[config.mk]
export PLATFORM = sky130hd
export DESIGN_NAME = sfb_settings
export DESIGN_NICKNAME = d
export VERILOG_FILES = /design/src/rtl/sfb_pkg.sv /design/src/rtl/sfb_settings.sv /design/src/rtl/sfb_quad_gen.sv /design/src/rtl/sfb_res_lut.sv
export VERILOG_INCLUDE_DIRS = /design/src /design/src/rtl
export SDC_FILE = /design/constraint.sdc
export NUM_CORES = 1
export LEC_CHECK = 0
export BUFFER_PORTS_ARGS = -buffer_cell sky130_fd_sc_hd__buf_2
export CAP_MARGIN = 40
export CORE_ASPECT_RATIO = 0.7
export CORE_MARGIN = 4
export CORE_UTILIZATION = 48
export CTS_CLUSTER_SIZE = 10
export DETAILED_ROUTE_END_ITERATION = 12
export PLACE_DENSITY = 0.79
export SYNTH_ARGS = -nofsm -noshare
export SYNTH_HDL_FRONTEND = slang
export SYNTH_SLANG_ARGS = --single-unit
[constraint.sdc]
create_clock -name ref_clk -period 8.2 [get_ports ref_clk]
set_input_delay 1.23 -clock ref_clk [delete_from_list [all_inputs] [get_ports ref_clk]]
set_output_delay 1.23 -clock ref_clk [all_outputs]
set_load 0.005 [all_outputs]
[src/rtl/sfb_params.svh]
/*
 Offsets, reset values and limits of the servo feedback settings block.
 Assumes inclusion by bare name from rtl/ files and the bench.
*/
`ifndef SFB_PARAMS_SVH
`define SFB_PARAMS_SVH

// ----------------------------------------
// Register word indexes (address bits 5:2)
// ----------------------------------------
`define SFB_OFS_TUNE_METHOD  4'h0
`define SFB_OFS_TUNE_LEVEL   4'h1
`define SFB_OFS_POS_WINDOW   4'h2
`define SFB_OFS_ROT_SENSE    4'h3
`define SFB_OFS_PULSE_OUT    4'h4
`define SFB_OFS_OUT_MODE     4'h5
`define SFB_OFS_CONTROL      4'h6
`define SFB_OFS_STATUS       4'h7
`define SFB_OFS_RESONANCE    4'h8
`define SFB_OFS_PULSE_ACT    4'h9

// ----------------------------------------
// Reset values and limits
// ----------------------------------------
`define SFB_RST_TUNE_METHOD  16'h0001
`define SFB_RST_TUNE_LEVEL   16'h000C
`define SFB_RST_POS_WINDOW   16'h0064
`define SFB_RST_ROT_SENSE    16'h0000
`define SFB_RST_PULSE_OUT    16'h0FA0
`define SFB_RST_OUT_MODE     16'h0000
`define SFB_LEVEL_MIN        16'h0001
`define SFB_LEVEL_MAX        16'h0020
`define SFB_ENC_RES          23'h400000

// ----------------------------------------
// Field positions
// ----------------------------------------
`define SFB_CTL_SPEED_BIT    0
`define SFB_CTL_DRST_BIT     1
`define SFB_MODE_DIGIT_LSB   4
`define SFB_MODE_DIV         4'h1

`endif

[src/rtl/sfb_pkg.sv]
/*
 Types shared by the servo feedback settings block.
 Assumes nothing beyond a SystemVerilog compiler.
*/
package sfb_pkg;

	typedef logic [15:0] sfb_word_t;

	typedef enum logic [0:0]
	{
		SFB_BUS_IDLE = 1'b0,
		SFB_BUS_ACK  = 1'b1
	} sfb_bus_t;

endpackage : sfb_pkg

[src/rtl/sfb_settings.sv]
/*
 Servo feedback settings: tuning selection, in-position detection,
 rotation sense and divided A/B encoder output, with an Avalon-MM
 register slave. Assumes position error and command steps come from
 logic on ref_clk; encoder step/direction arrive from pins.
*/
// Operation
// RQ1: Tune method register selects gain method, resets to 0001h.
// RQ2: Tune level accepts 1 to 32; other writes are ignored.
// RQ3: Each level maps to a rising guideline resonance, 10.0 to 400.0 Hz.
// RQ4: In-position output while error magnitude within window; window resets to 100.
// RQ5: Speed control mode disables in-position detection.
// RQ6: Sense 0: rising address turns counter-clockwise; sense 1 reverses.
// RQ7: Deferred settings take effect only after reset or driver reset.
// RQ8: Encoder setting is four times the A/B pulse count wanted.
// RQ9: Encoder setting accepts 1 to 65535, resets to 4000.
// RQ10: Controller keeps output rate at or below 4.6 Mpps after x4; the code has no limiter, up to one output edge per count.
// RQ11: Output mode digit 0: setting is edges per motor revolution.
// RQ12: Output mode digit 1: resolution 4194304 divided by setting, then four.
// RQ13: A/B outputs are quadrature, order following rotation.
`timescale 1ns/1ps
`include "sfb_params.svh"

module sfb_settings
	import sfb_pkg::*;
(
	input  wire logic        ref_clk,
	input  wire logic        rst,
	input  wire logic [5:0]  avs_address,
	input  wire logic        avs_read,
	input  wire logic        avs_write,
	input  wire logic [31:0] avs_writedata,
	output logic      [31:0] avs_readdata,
	output logic             avs_waitrequest,
	input  wire logic [31:0] pos_error,
	input  wire logic        cmd_step,
	input  wire logic        cmd_addr_up,
	input  wire logic        enc_step_pin,
	input  wire logic        enc_ccw_pin,
	output logic             in_position_output,
	output logic             motor_step_q,
	output logic             motor_ccw_q,
	output logic [15:0]      tune_method_selector,
	output logic [4:0]       tune_level_m1_q,
	output logic             enc_phase_a,
	output logic             enc_phase_b
);

	// ----------------------------------------
	// Declarations
	// ----------------------------------------
	sfb_bus_t    bus_q;
	sfb_word_t   tune_method_q;
	sfb_word_t   tune_level_q;
	sfb_word_t   pos_window_q;
	sfb_word_t   rot_sense_q;
	sfb_word_t   pulse_out_q;
	sfb_word_t   out_mode_q;
	sfb_word_t   sense_act_q;
	sfb_word_t   pulse_act_q;
	sfb_word_t   mode_act_q;
	logic        speed_mode_q;
	logic        apply_q;
	logic        in_pos_q;
	logic [31:0] rdata_d;
	logic [31:0] err_mag;
	logic        err_in_win;
	logic        wr_en;
	logic [3:0]  widx;
	logic [11:0] res_freq;
	logic [2:0]  enc_step_sync_q;
	logic [1:0]  enc_ccw_sync_q;
	logic        enc_edge;
	logic [22:0] acc_q;
	logic [22:0] acc_sum;
	logic        quad_step_q;
	logic        quad_ccw_q;
	logic        div_mode;

	assign widx   = avs_address[5:2];
	assign wr_en  = avs_write && (bus_q == SFB_BUS_ACK);

	// ----------------------------------------
	// Bus handshake
	// ----------------------------------------
	// Every access answers one cycle after the request; no back-to-back wait
	always_ff @(posedge ref_clk or posedge rst)
	begin
		if (rst)
		begin
			bus_q           <= SFB_BUS_IDLE;
			avs_waitrequest <= 1'b1;
		end
		else
		begin
			case (bus_q)
				SFB_BUS_IDLE:
				begin
					if (avs_read || avs_write)
					begin
						bus_q           <= SFB_BUS_ACK;
						avs_waitrequest <= 1'b0;
					end
				end
				SFB_BUS_ACK:
				begin
					bus_q           <= SFB_BUS_IDLE;
					avs_waitrequest <= 1'b1;
				end
				default:
				begin
					bus_q           <= SFB_BUS_IDLE;
					avs_waitrequest <= 1'b1;
				end
			endcase
		end
	end

	a_wait_pulse : assert property (@(posedge ref_clk) disable iff (rst)
		!avs_waitrequest |=> avs_waitrequest)
		else $error("waitrequest low for more than one cycle");

	a_req_answer : assert property (@(posedge ref_clk) disable iff (rst)
		(avs_read || avs_write) && avs_waitrequest |-> ##[1:2] !avs_waitrequest)
		else $error("request not answered within two cycles");

	// ----------------------------------------
	// Read mux
	// ----------------------------------------
	always_comb
	begin
		rdata_d = 32'h0000_0000;
		case (widx)
			`SFB_OFS_TUNE_METHOD: rdata_d = {16'h0000, tune_method_q};
			`SFB_OFS_TUNE_LEVEL:  rdata_d = {16'h0000, tune_level_q};
			`SFB_OFS_POS_WINDOW:  rdata_d = {16'h0000, pos_window_q};
			`SFB_OFS_ROT_SENSE:   rdata_d = {16'h0000, rot_sense_q};
			`SFB_OFS_PULSE_OUT:   rdata_d = {16'h0000, pulse_out_q};
			`SFB_OFS_OUT_MODE:    rdata_d = {16'h0000, out_mode_q};
			`SFB_OFS_CONTROL:     rdata_d = {31'h0000_0000, speed_mode_q};
			`SFB_OFS_STATUS:      rdata_d = {29'h0000_0000, div_mode,
				sense_act_q[0], in_pos_q};
			`SFB_OFS_RESONANCE:   rdata_d = {20'h0_0000, res_freq};
			`SFB_OFS_PULSE_ACT:   rdata_d = {16'h0000, pulse_act_q};
			default:              rdata_d = 32'h0000_0000;
		endcase
	end

	always_ff @(posedge ref_clk or posedge rst)
	begin
		if (rst)
			avs_readdata <= 32'h0000_0000;
		else if (avs_read && bus_q == SFB_BUS_IDLE)
			avs_readdata <= rdata_d;
	end

	// ----------------------------------------
	// Immediate settings
	// ----------------------------------------
	// RQ1: tune method store
	always_ff @(posedge ref_clk or posedge rst)
	begin
		if (rst)
			tune_method_q <= `SFB_RST_TUNE_METHOD;
		else if (wr_en && widx == `SFB_OFS_TUNE_METHOD)
			tune_method_q <= avs_writedata[15:0];
	end

	// RQ2: only 1 to 32 accepted
	always_ff @(posedge ref_clk or posedge rst)
	begin
		if (rst)
			tune_level_q <= `SFB_RST_TUNE_LEVEL;
		else if (wr_en && widx == `SFB_OFS_TUNE_LEVEL
			&& avs_writedata[15:0] >= `SFB_LEVEL_MIN
			&& avs_writedata[15:0] <= `SFB_LEVEL_MAX
			&& avs_writedata[31:16] == 16'h0000)
			tune_level_q <= avs_writedata[15:0];
	end

	a_level_range : assert property (@(posedge ref_clk) disable iff (rst) // RQ2
		tune_level_q >= `SFB_LEVEL_MIN && tune_level_q <= `SFB_LEVEL_MAX)
		else $error("tune level outside 1 to 32");

	// RQ4: window store, full 16-bit range
	always_ff @(posedge ref_clk or posedge rst)
	begin
		if (rst)
			pos_window_q <= `SFB_RST_POS_WINDOW;
		else if (wr_en && widx == `SFB_OFS_POS_WINDOW)
			pos_window_q <= avs_writedata[15:0];
	end

	// RQ5: speed mode flag
	always_ff @(posedge ref_clk or posedge rst)
	begin
		if (rst)
			speed_mode_q <= 1'b0;
		else if (wr_en && widx == `SFB_OFS_CONTROL)
			speed_mode_q <= avs_writedata[`SFB_CTL_SPEED_BIT];
	end

	always_ff @(posedge ref_clk or posedge rst)
	begin
		if (rst)
		begin
			tune_method_selector <= `SFB_RST_TUNE_METHOD;
			tune_level_m1_q      <= 5'h0B;
		end
		else
		begin
			tune_method_selector <= tune_method_q;
			tune_level_m1_q      <= 5'(tune_level_q - 16'h0001);
		end
	end

	// ----------------------------------------
	// Deferred settings
	// ----------------------------------------
	// Shadow copies take writes at once; the active copies only at apply
	always_ff @(posedge ref_clk or posedge rst)
	begin
		if (rst)
		begin
			rot_sense_q <= `SFB_RST_ROT_SENSE;
			pulse_out_q <= `SFB_RST_PULSE_OUT;
			out_mode_q  <= `SFB_RST_OUT_MODE;
		end
		else if (wr_en)
		begin
			if (widx == `SFB_OFS_ROT_SENSE && avs_writedata[31:1] == 31'h0)
				rot_sense_q <= avs_writedata[15:0];
			// RQ9: zero setting refused
			if (widx == `SFB_OFS_PULSE_OUT && avs_writedata[15:0] != 16'h0000)
				pulse_out_q <= avs_writedata[15:0];
			if (widx == `SFB_OFS_OUT_MODE)
				out_mode_q <= avs_writedata[15:0];
		end
	end

	// RQ7: apply after reset or driver reset
	always_ff @(posedge ref_clk or posedge rst)
	begin
		if (rst)
			apply_q <= 1'b1;
		else
			apply_q <= wr_en && widx == `SFB_OFS_CONTROL
				&& avs_writedata[`SFB_CTL_DRST_BIT];
	end

	// RQ7: active copies load on apply only
	always_ff @(posedge ref_clk or posedge rst)
	begin
		if (rst)
		begin
			sense_act_q <= `SFB_RST_ROT_SENSE;
			pulse_act_q <= `SFB_RST_PULSE_OUT;
			mode_act_q  <= `SFB_RST_OUT_MODE;
		end
		else if (apply_q)
		begin
			sense_act_q <= rot_sense_q;
			pulse_act_q <= pulse_out_q;
			mode_act_q  <= out_mode_q;
		end
	end

	a_defer_hold : assert property (@(posedge ref_clk) disable iff (rst) // RQ7
		!apply_q |=> $stable(sense_act_q) && $stable(pulse_act_q) && $stable(mode_act_q))
		else $error("deferred setting changed without apply");

	a_enc_nonzero : assert property (@(posedge ref_clk) disable iff (rst) // RQ9
		pulse_act_q != 16'h0000 && pulse_out_q != 16'h0000)
		else $error("encoder setting is zero");

	// ----------------------------------------
	// In-position detection
	// ----------------------------------------
	assign err_mag    = pos_error[31] ? 32'(~pos_error + 32'h0000_0001) : pos_error;
	assign err_in_win = err_mag <= {16'h0000, pos_window_q};

	// RQ4: window compare, RQ5: gated in speed mode
	always_ff @(posedge ref_clk or posedge rst)
	begin
		if (rst)
		begin
			in_pos_q           <= 1'b0;
			in_position_output <= 1'b0;
		end
		else
		begin
			in_pos_q           <= err_in_win && !speed_mode_q;
			in_position_output <= err_in_win && !speed_mode_q;
		end
	end

	a_inpos_window : assert property (@(posedge ref_clk) disable iff (rst) // RQ4
		!rst && err_in_win && !speed_mode_q |=> in_position_output)
		else $error("in-position missing inside window");

	a_inpos_outside : assert property (@(posedge ref_clk) disable iff (rst) // RQ4
		!err_in_win |=> !in_position_output)
		else $error("in-position set outside window");

	a_inpos_speed : assert property (@(posedge ref_clk) disable iff (rst) // RQ5
		speed_mode_q |=> !in_position_output)
		else $error("in-position active in speed mode");

	// ----------------------------------------
	// Rotation sense
	// ----------------------------------------
	// RQ6: direction mapping through active sense
	always_ff @(posedge ref_clk or posedge rst)
	begin
		if (rst)
		begin
			motor_step_q <= 1'b0;
			motor_ccw_q  <= 1'b0;
		end
		else
		begin
			motor_step_q <= cmd_step;
			if (cmd_step)
				motor_ccw_q <= cmd_addr_up ^ sense_act_q[0];
		end
	end

	a_dir_map : assert property (@(posedge ref_clk) disable iff (rst) // RQ6
		cmd_step |=> motor_step_q && (motor_ccw_q == $past(cmd_addr_up ^ sense_act_q[0])))
		else $error("motor direction does not follow sense");

	// ----------------------------------------
	// Encoder pin capture
	// ----------------------------------------
	always_ff @(posedge ref_clk or posedge rst)
	begin
		if (rst)
		begin
			enc_step_sync_q <= 3'h0;
			enc_ccw_sync_q  <= 2'h0;
		end
		else
		begin
			enc_step_sync_q <= {enc_step_sync_q[1:0], enc_step_pin};
			enc_ccw_sync_q  <= {enc_ccw_sync_q[0], enc_ccw_pin};
		end
	end

	assign enc_edge = enc_step_sync_q[1] && !enc_step_sync_q[2];

	// ----------------------------------------
	// Output pulse scaling
	// ----------------------------------------
	// Division mode counts motor counts per edge, avoiding a true divider
	assign div_mode = mode_act_q[`SFB_MODE_DIGIT_LSB +: 4] == `SFB_MODE_DIV;
	assign acc_sum  = acc_q + {7'h00, pulse_act_q};

	// RQ8: each output edge is a quarter pulse
	always_ff @(posedge ref_clk or posedge rst)
	begin
		if (rst)
		begin
			acc_q       <= 23'h0;
			quad_step_q <= 1'b0;
			quad_ccw_q  <= 1'b0;
		end
		else
		begin
			quad_step_q <= 1'b0;
			if (apply_q)
				acc_q <= 23'h0;
			else if (enc_edge)
			begin
				quad_ccw_q <= enc_ccw_sync_q[1];
				if (div_mode)
				begin
					// RQ12: one edge per setting counts
					if (acc_q + 23'h1 >= {7'h00, pulse_act_q})
					begin
						acc_q       <= 23'h0;
						quad_step_q <= 1'b1;
					end
					else
						acc_q <= acc_q + 23'h1;
				end
				else
				begin
					// RQ11: setting edges per revolution
					if (acc_sum >= `SFB_ENC_RES)
					begin
						acc_q       <= acc_sum - `SFB_ENC_RES;
						quad_step_q <= 1'b1;
					end
					else
						acc_q <= acc_sum;
				end
			end
		end
	end

	a_div_edge : assert property (@(posedge ref_clk) disable iff (rst) // RQ12
		quad_step_q && $past(div_mode) |-> acc_q == 23'h0)
		else $error("division mode edge without counter wrap");

	a_acc_bound : assert property (@(posedge ref_clk) disable iff (rst) // RQ11
		!div_mode |-> acc_q < `SFB_ENC_RES)
		else $error("pulse accumulator above resolution");

	// ----------------------------------------
	// Submodules
	// ----------------------------------------
	sfb_quad_gen u_quad
	(
		.ref_clk   (ref_clk),
		.rst       (rst),
		.step      (quad_step_q),
		.dir_ccw   (quad_ccw_q),
		.phase_a_q (enc_phase_a),
		.phase_b_q (enc_phase_b)
	);

	sfb_res_lut u_lut
	(
		.ref_clk  (ref_clk),
		.rst      (rst),
		.level_m1 (tune_level_m1_q),
		.freq_q   (res_freq)
	);

endmodule : sfb_settings

[src/rtl/sfb_quad_gen.sv]
/*
 Quadrature A/B output stage: one gray step per request.
 Assumes step is a one-cycle pulse on ref_clk.
*/
`timescale 1ns/1ps

module sfb_quad_gen
	import sfb_pkg::*;
(
	input  wire logic ref_clk,
	input  wire logic rst,
	input  wire logic step,
	input  wire logic dir_ccw,
	output logic      phase_a_q,
	output logic      phase_b_q
);

	// ----------------------------------------
	// Gray sequence
	// ----------------------------------------
	// RQ13: quadrature order follows direction
	always_ff @(posedge ref_clk or posedge rst)
	begin
		if (rst)
		begin
			phase_a_q <= 1'b0;
			phase_b_q <= 1'b0;
		end
		else if (step)
		begin
			if (dir_ccw ^ phase_a_q ^ phase_b_q)
				phase_a_q <= ~phase_a_q;
			else
				phase_b_q <= ~phase_b_q;
		end
	end

	a_quad_gray : assert property (@(posedge ref_clk) disable iff (rst) // RQ13
		step |=> ($countones({phase_a_q, phase_b_q} ^ $past({phase_a_q, phase_b_q})) == 1))
		else $error("quadrature step changed other than one phase");

	a_quad_idle : assert property (@(posedge ref_clk) disable iff (rst) // RQ13
		!step |=> $stable({phase_a_q, phase_b_q}))
		else $error("quadrature moved without a step");

endmodule : sfb_quad_gen

[src/rtl/sfb_res_lut.sv]
/*
 Guideline resonance frequency per tune level, in 0.1 Hz units.
 Assumes level is held in 1..32 by the register logic.
*/
`timescale 1ns/1ps

module sfb_res_lut
	import sfb_pkg::*;
(
	input  wire logic        ref_clk,
	input  wire logic        rst,
	input  wire logic [4:0]  level_m1,
	output logic      [11:0] freq_q
);

	logic [11:0] freq_d;

	// ----------------------------------------
	// Table
	// ----------------------------------------
	// RQ3: monotonic 10.0 to 400.0 Hz
	always_comb
	begin
		case (level_m1)
			5'h00: freq_d = 12'h064;
			5'h01: freq_d = 12'h071;
			5'h02: freq_d = 12'h07F;
			5'h03: freq_d = 12'h08F;
			5'h04: freq_d = 12'h0A1;
			5'h05: freq_d = 12'h0B5;
			5'h06: freq_d = 12'h0CC;
			5'h07: freq_d = 12'h0E6;
			5'h08: freq_d = 12'h103;
			5'h09: freq_d = 12'h124;
			5'h0A: freq_d = 12'h149;
			5'h0B: freq_d = 12'h172;
			5'h0C: freq_d = 12'h1A1;
			5'h0D: freq_d = 12'h1D6;
			5'h0E: freq_d = 12'h211;
			5'h0F: freq_d = 12'h254;
			5'h10: freq_d = 12'h29F;
			5'h11: freq_d = 12'h2F4;
			5'h12: freq_d = 12'h354;
			5'h13: freq_d = 12'h3BF;
			5'h14: freq_d = 12'h438;
			5'h15: freq_d = 12'h4C1;
			5'h16: freq_d = 12'h55B;
			5'h17: freq_d = 12'h608;
			5'h18: freq_d = 12'h6CB;
			5'h19: freq_d = 12'h7A7;
			5'h1A: freq_d = 12'h89E;
			5'h1B: freq_d = 12'h9B5;
			5'h1C: freq_d = 12'hAEF;
			5'h1D: freq_d = 12'hC51;
			5'h1E: freq_d = 12'hDDF;
			default: freq_d = 12'hFA0;
		endcase
	end

	always_ff @(posedge ref_clk or posedge rst)
	begin
		// Reset value is the entry of the reset tune level, never out of range
		if (rst)
			freq_q <= 12'h172;
		else
			freq_q <= freq_d;
	end

	a_lut_bounds : assert property (@(posedge ref_clk) disable iff (rst) // RQ3
		##1 (freq_q >= 12'h064 && freq_q <= 12'hFA0))
		else $error("resonance guideline out of range");

endmodule : sfb_res_lut

==> run metrics <==
outcome complete, no violations; root buf cell clkbuf_16; Starting Density between 40 and 50%; skew final ~0.020 ns; path depth of the worst reg2reg path 14; FMAX approximately 0.25 GHz; DIE WIDTH around 190 microns; Site Rows 47; core outline area about 24000 sq um; FF-to-FF setup slack 4.16 ns; number of cells on the worst hold path 0; initial antenna violation count 1; EDFF count, synth 0; dpl cells ~1600; ranking of synthesized cells by area dfrtp_1 38%, dfstp_2 6.5%, mux2_2 6.4%, ha_1 6.1%, a22oi_1 3.9%; fin util a little under three fifths; total CTS buffers 24; vias in the first global route between 9000 and 10000; Antenna Cells 0; DRT antenna net count 0; crit-path cells ha_1, nand3_1, nor3_1, nand3_1, xnor2_1, ha_1, a21oi_1, o21ai_0, a22oi_1, nand3b_1, nor4_4, buf_4, nand3_1, o21ai_0; fin. max-slew vios 0; leakage roughly 6.1 nW; WL final about 33 mm; Mapped Area between 10000 and 15000 sq um; FF+latch count, synth between 200 and 250; Post-synth top flop dfrtp_1; most frequent cells after synthesis 176 x dfrtp_1, 109 x nand2_1, 66 x mux2_2; first-pass GRT wire length 52.5 mm; hold endpoint enc_ccw_sync_q[1]; global route overflow 0; DR pass1 iterations 6; post-synth top area share between 30% and 40%; Async SR Flop Fraction 100%; Synth-to-Final Area Change 14.6%; Req. time, crit path between 8 and 9 ns; P per Cell Area 224 nW/um^2; DRT iter0 DRCs 1262; RSZ-0062 raised after global routing no; Top cell by count, worst path nand3_1; Port-buffer cells 118; # nets final 1436; Resized cells post-CTS 0; filler instances ~2000; Clk pin slew, worst setup/hold paths 0.06 ns; yosys warns 0; IO Pins roughly 140; Final Wtd Congestion between 0.9 and 1; Worst EP arrival about 4.5 ns; Worst R2R End acc_q[1]; area leader, netlist dfrtp_1; post-route cell area 13400 sq um; Reg-to-Reg Start acc_q[1]; Setup Buffers After CTS 0; largest net degree at the start of global routing 86; Power Total 0.00300 W; share of cells above drive strength 1 between 20% and 30%; drt via density about 6.2; Mean Syn Cell Area 9.86 sq um; crit path launch type flop; via count just over 10000; final setup TNS 0 ns; CTS max path bufs 3; drt wl/cell 20.2 microns; final count of hold timing violations 0; met2 Use GR 34.0%; Worst-Margin Slew between 0.9 and 1 ns; global-route usage over all layers between 20% and 30%; final setup fails 0; CTS tree built; slew margin rel. approximately 37%; Critical Path Slowest Stage Cell nor3_1; die height 139 microns; final worst path period need around 4 ns; Die ar. about 27000 sq um; Hold Startpoint enc_ccw_sync_q[0]; DP HPWL 24.0 mm; maxcap violations 0; worst-path maximum fanout 18; CTS Hold Bufs 0; Mapped Cells roughly 1200; H-tree levels 1; busiest layer in global routing met1; placed instance area about 13000 sq um; worst vdd ir 174 uV; worst hold path class reg2reg; CTS Sinks approximately 210; final cell count without fillers 1636; kind of critical path reg2reg; GR Layer Usage met1 a little over a third; met3 Usage GRT under 10%; Skew-Pair Late Insertion Delay approximately 0.51 ns; sequential area share after synthesis 44.2%; most frequent cell after synthesis dfrtp_1; Worst path max stage delay approximately 0.7 ns; final worst path period share 49.3%; Yosys cell types 74; Crit. End Element flop; drt drc 0
## registers in the layout, summed over array words and instances (netlist names), 2 cells and up
| signal | count |
|---|---|
| tune_level_q | 16 |
| enc_step_sync_q | 3 |
| pos_window_q | 16 |
| mode_act_q | 4 |
| u_lut.freq_q | 12 |
| pulse_out_q | 16 |
| rot_sense_q | 16 |
| avs_readdata | 16 |
| enc_ccw_sync_q | 2 |
| tune_method_q | 16 |
| pulse_act_q | 16 |
| tune_method_selector | 16 |
| tune_level_m1_q | 5 |
| acc_q | 23 |
| out_mode_q | 16 |
## worst max-delay path: cells and delay by family (launching register included)
kind / cells / cell delay (ns)
adders and majority gates: 2 / 0.60
AOI/OAI and AO/OA: 4 / 0.68
buffers and inverters: 1 / 0.28
and+or+nand+nor: 6 / 1.65
DFF: 1 / 0.44
xor gates and xnor gates: 1 / 0.28
## logic make-up after synthesis
group,synth area share [%]
AO/OA/AOI/OAI,17.4
multiplexers,7.27
XOR/XNOR,3.15
other,0.0321
flip-flops,44.2
adder cells (fa/ha/maj),6.27
AND/OR/NAND/NOR,16.9
buffers and inverters,4.80
## metrics by stage
step,setup slack (ns),hold slack [ns]
6_report,4.16,0.347
5_1_grt,3.72,0.353
4_1_cts,4.23,0.350
3_5_place_dp,3.88,0.336
3_3_place_gp,3.90,0.335
2_1_floorplan,1.42,0.331
## cell type report
class / count / area [sq um] / area share (%)
inverters: 59 / 229 / 1.71
well taps: 318 / 398 / 2.97
clock inverters: 1 / 5.00 / 0.0374
multi-input cells: 866 / 6060 / 45.3
flip-flops and latches: 205 / 5170 / 38.6
clock buffers: 43 / 693 / 5.18
repair buffers: 144 / 836 / 6.24
## worst max path at each step
stage | endpoint | cells past startpoint | startpoint | slack (ns)
2_1_floorplan | acc_q[0] | 1 | rst | 1.42
5_1_grt | acc_q[5] | 14 | acc_q[1] | 3.72
3_3_place_gp | tune_level_q[1] | 8 | avs_writedata[13] | 3.90
3_5_place_dp | in_pos_q | 13 | pos_error[0] | 3.88
4_1_cts | acc_q[1] | 14 | acc_q[1] | 4.23
6_report | acc_q[1] | 14 | acc_q[1] | 4.16
## power by group
group | internal [W] | leakage (nW) | switching, W
Combinational | 0.000316 | 3.20 | 0.000410
Clock | 0.000566 | 0.333 | 0.000401
Sequential | 0.00117 | 2.60 | 0.000138
Total | 0.00205 | 6.14 | 0.000949
## layer usage
layer  vias to the layer above  routed length (microns)
li1                       4574                        -
met1                      4991                    14900
met2                       515                    14100
met3                        62                     3320
met4                         2                      685
met5                         -                        7
## layout by cell type, fill, tap and decap left out, types with 9 or more instances in the layout
cell / count
buf_2: 118
ha_1: 57
a31oi_1: 9
a21oi_1: 48
mux2_2: 66
nand3_1: 34
clkbuf_16: 25
dfstp_2: 29
nor2_1: 55
xor2_1: 9
o21ai_0: 63
nand2b_1: 13
xnor2_1: 33
buf_4: 20
a211oi_1: 9
inv_1: 58
nor3_1: 28
nor2b_1: 28
or2_2: 9
nand4_1: 39
conb_1: 16
dfrtp_1: 176
nor4_1: 13
nand2_1: 109
a22oi_1: 60
a21o_1: 11
clkbuf_1: 18
o211ai_1: 11
a22o_1: 20
No activity file was read; power rests on OpenSTA's default activity.
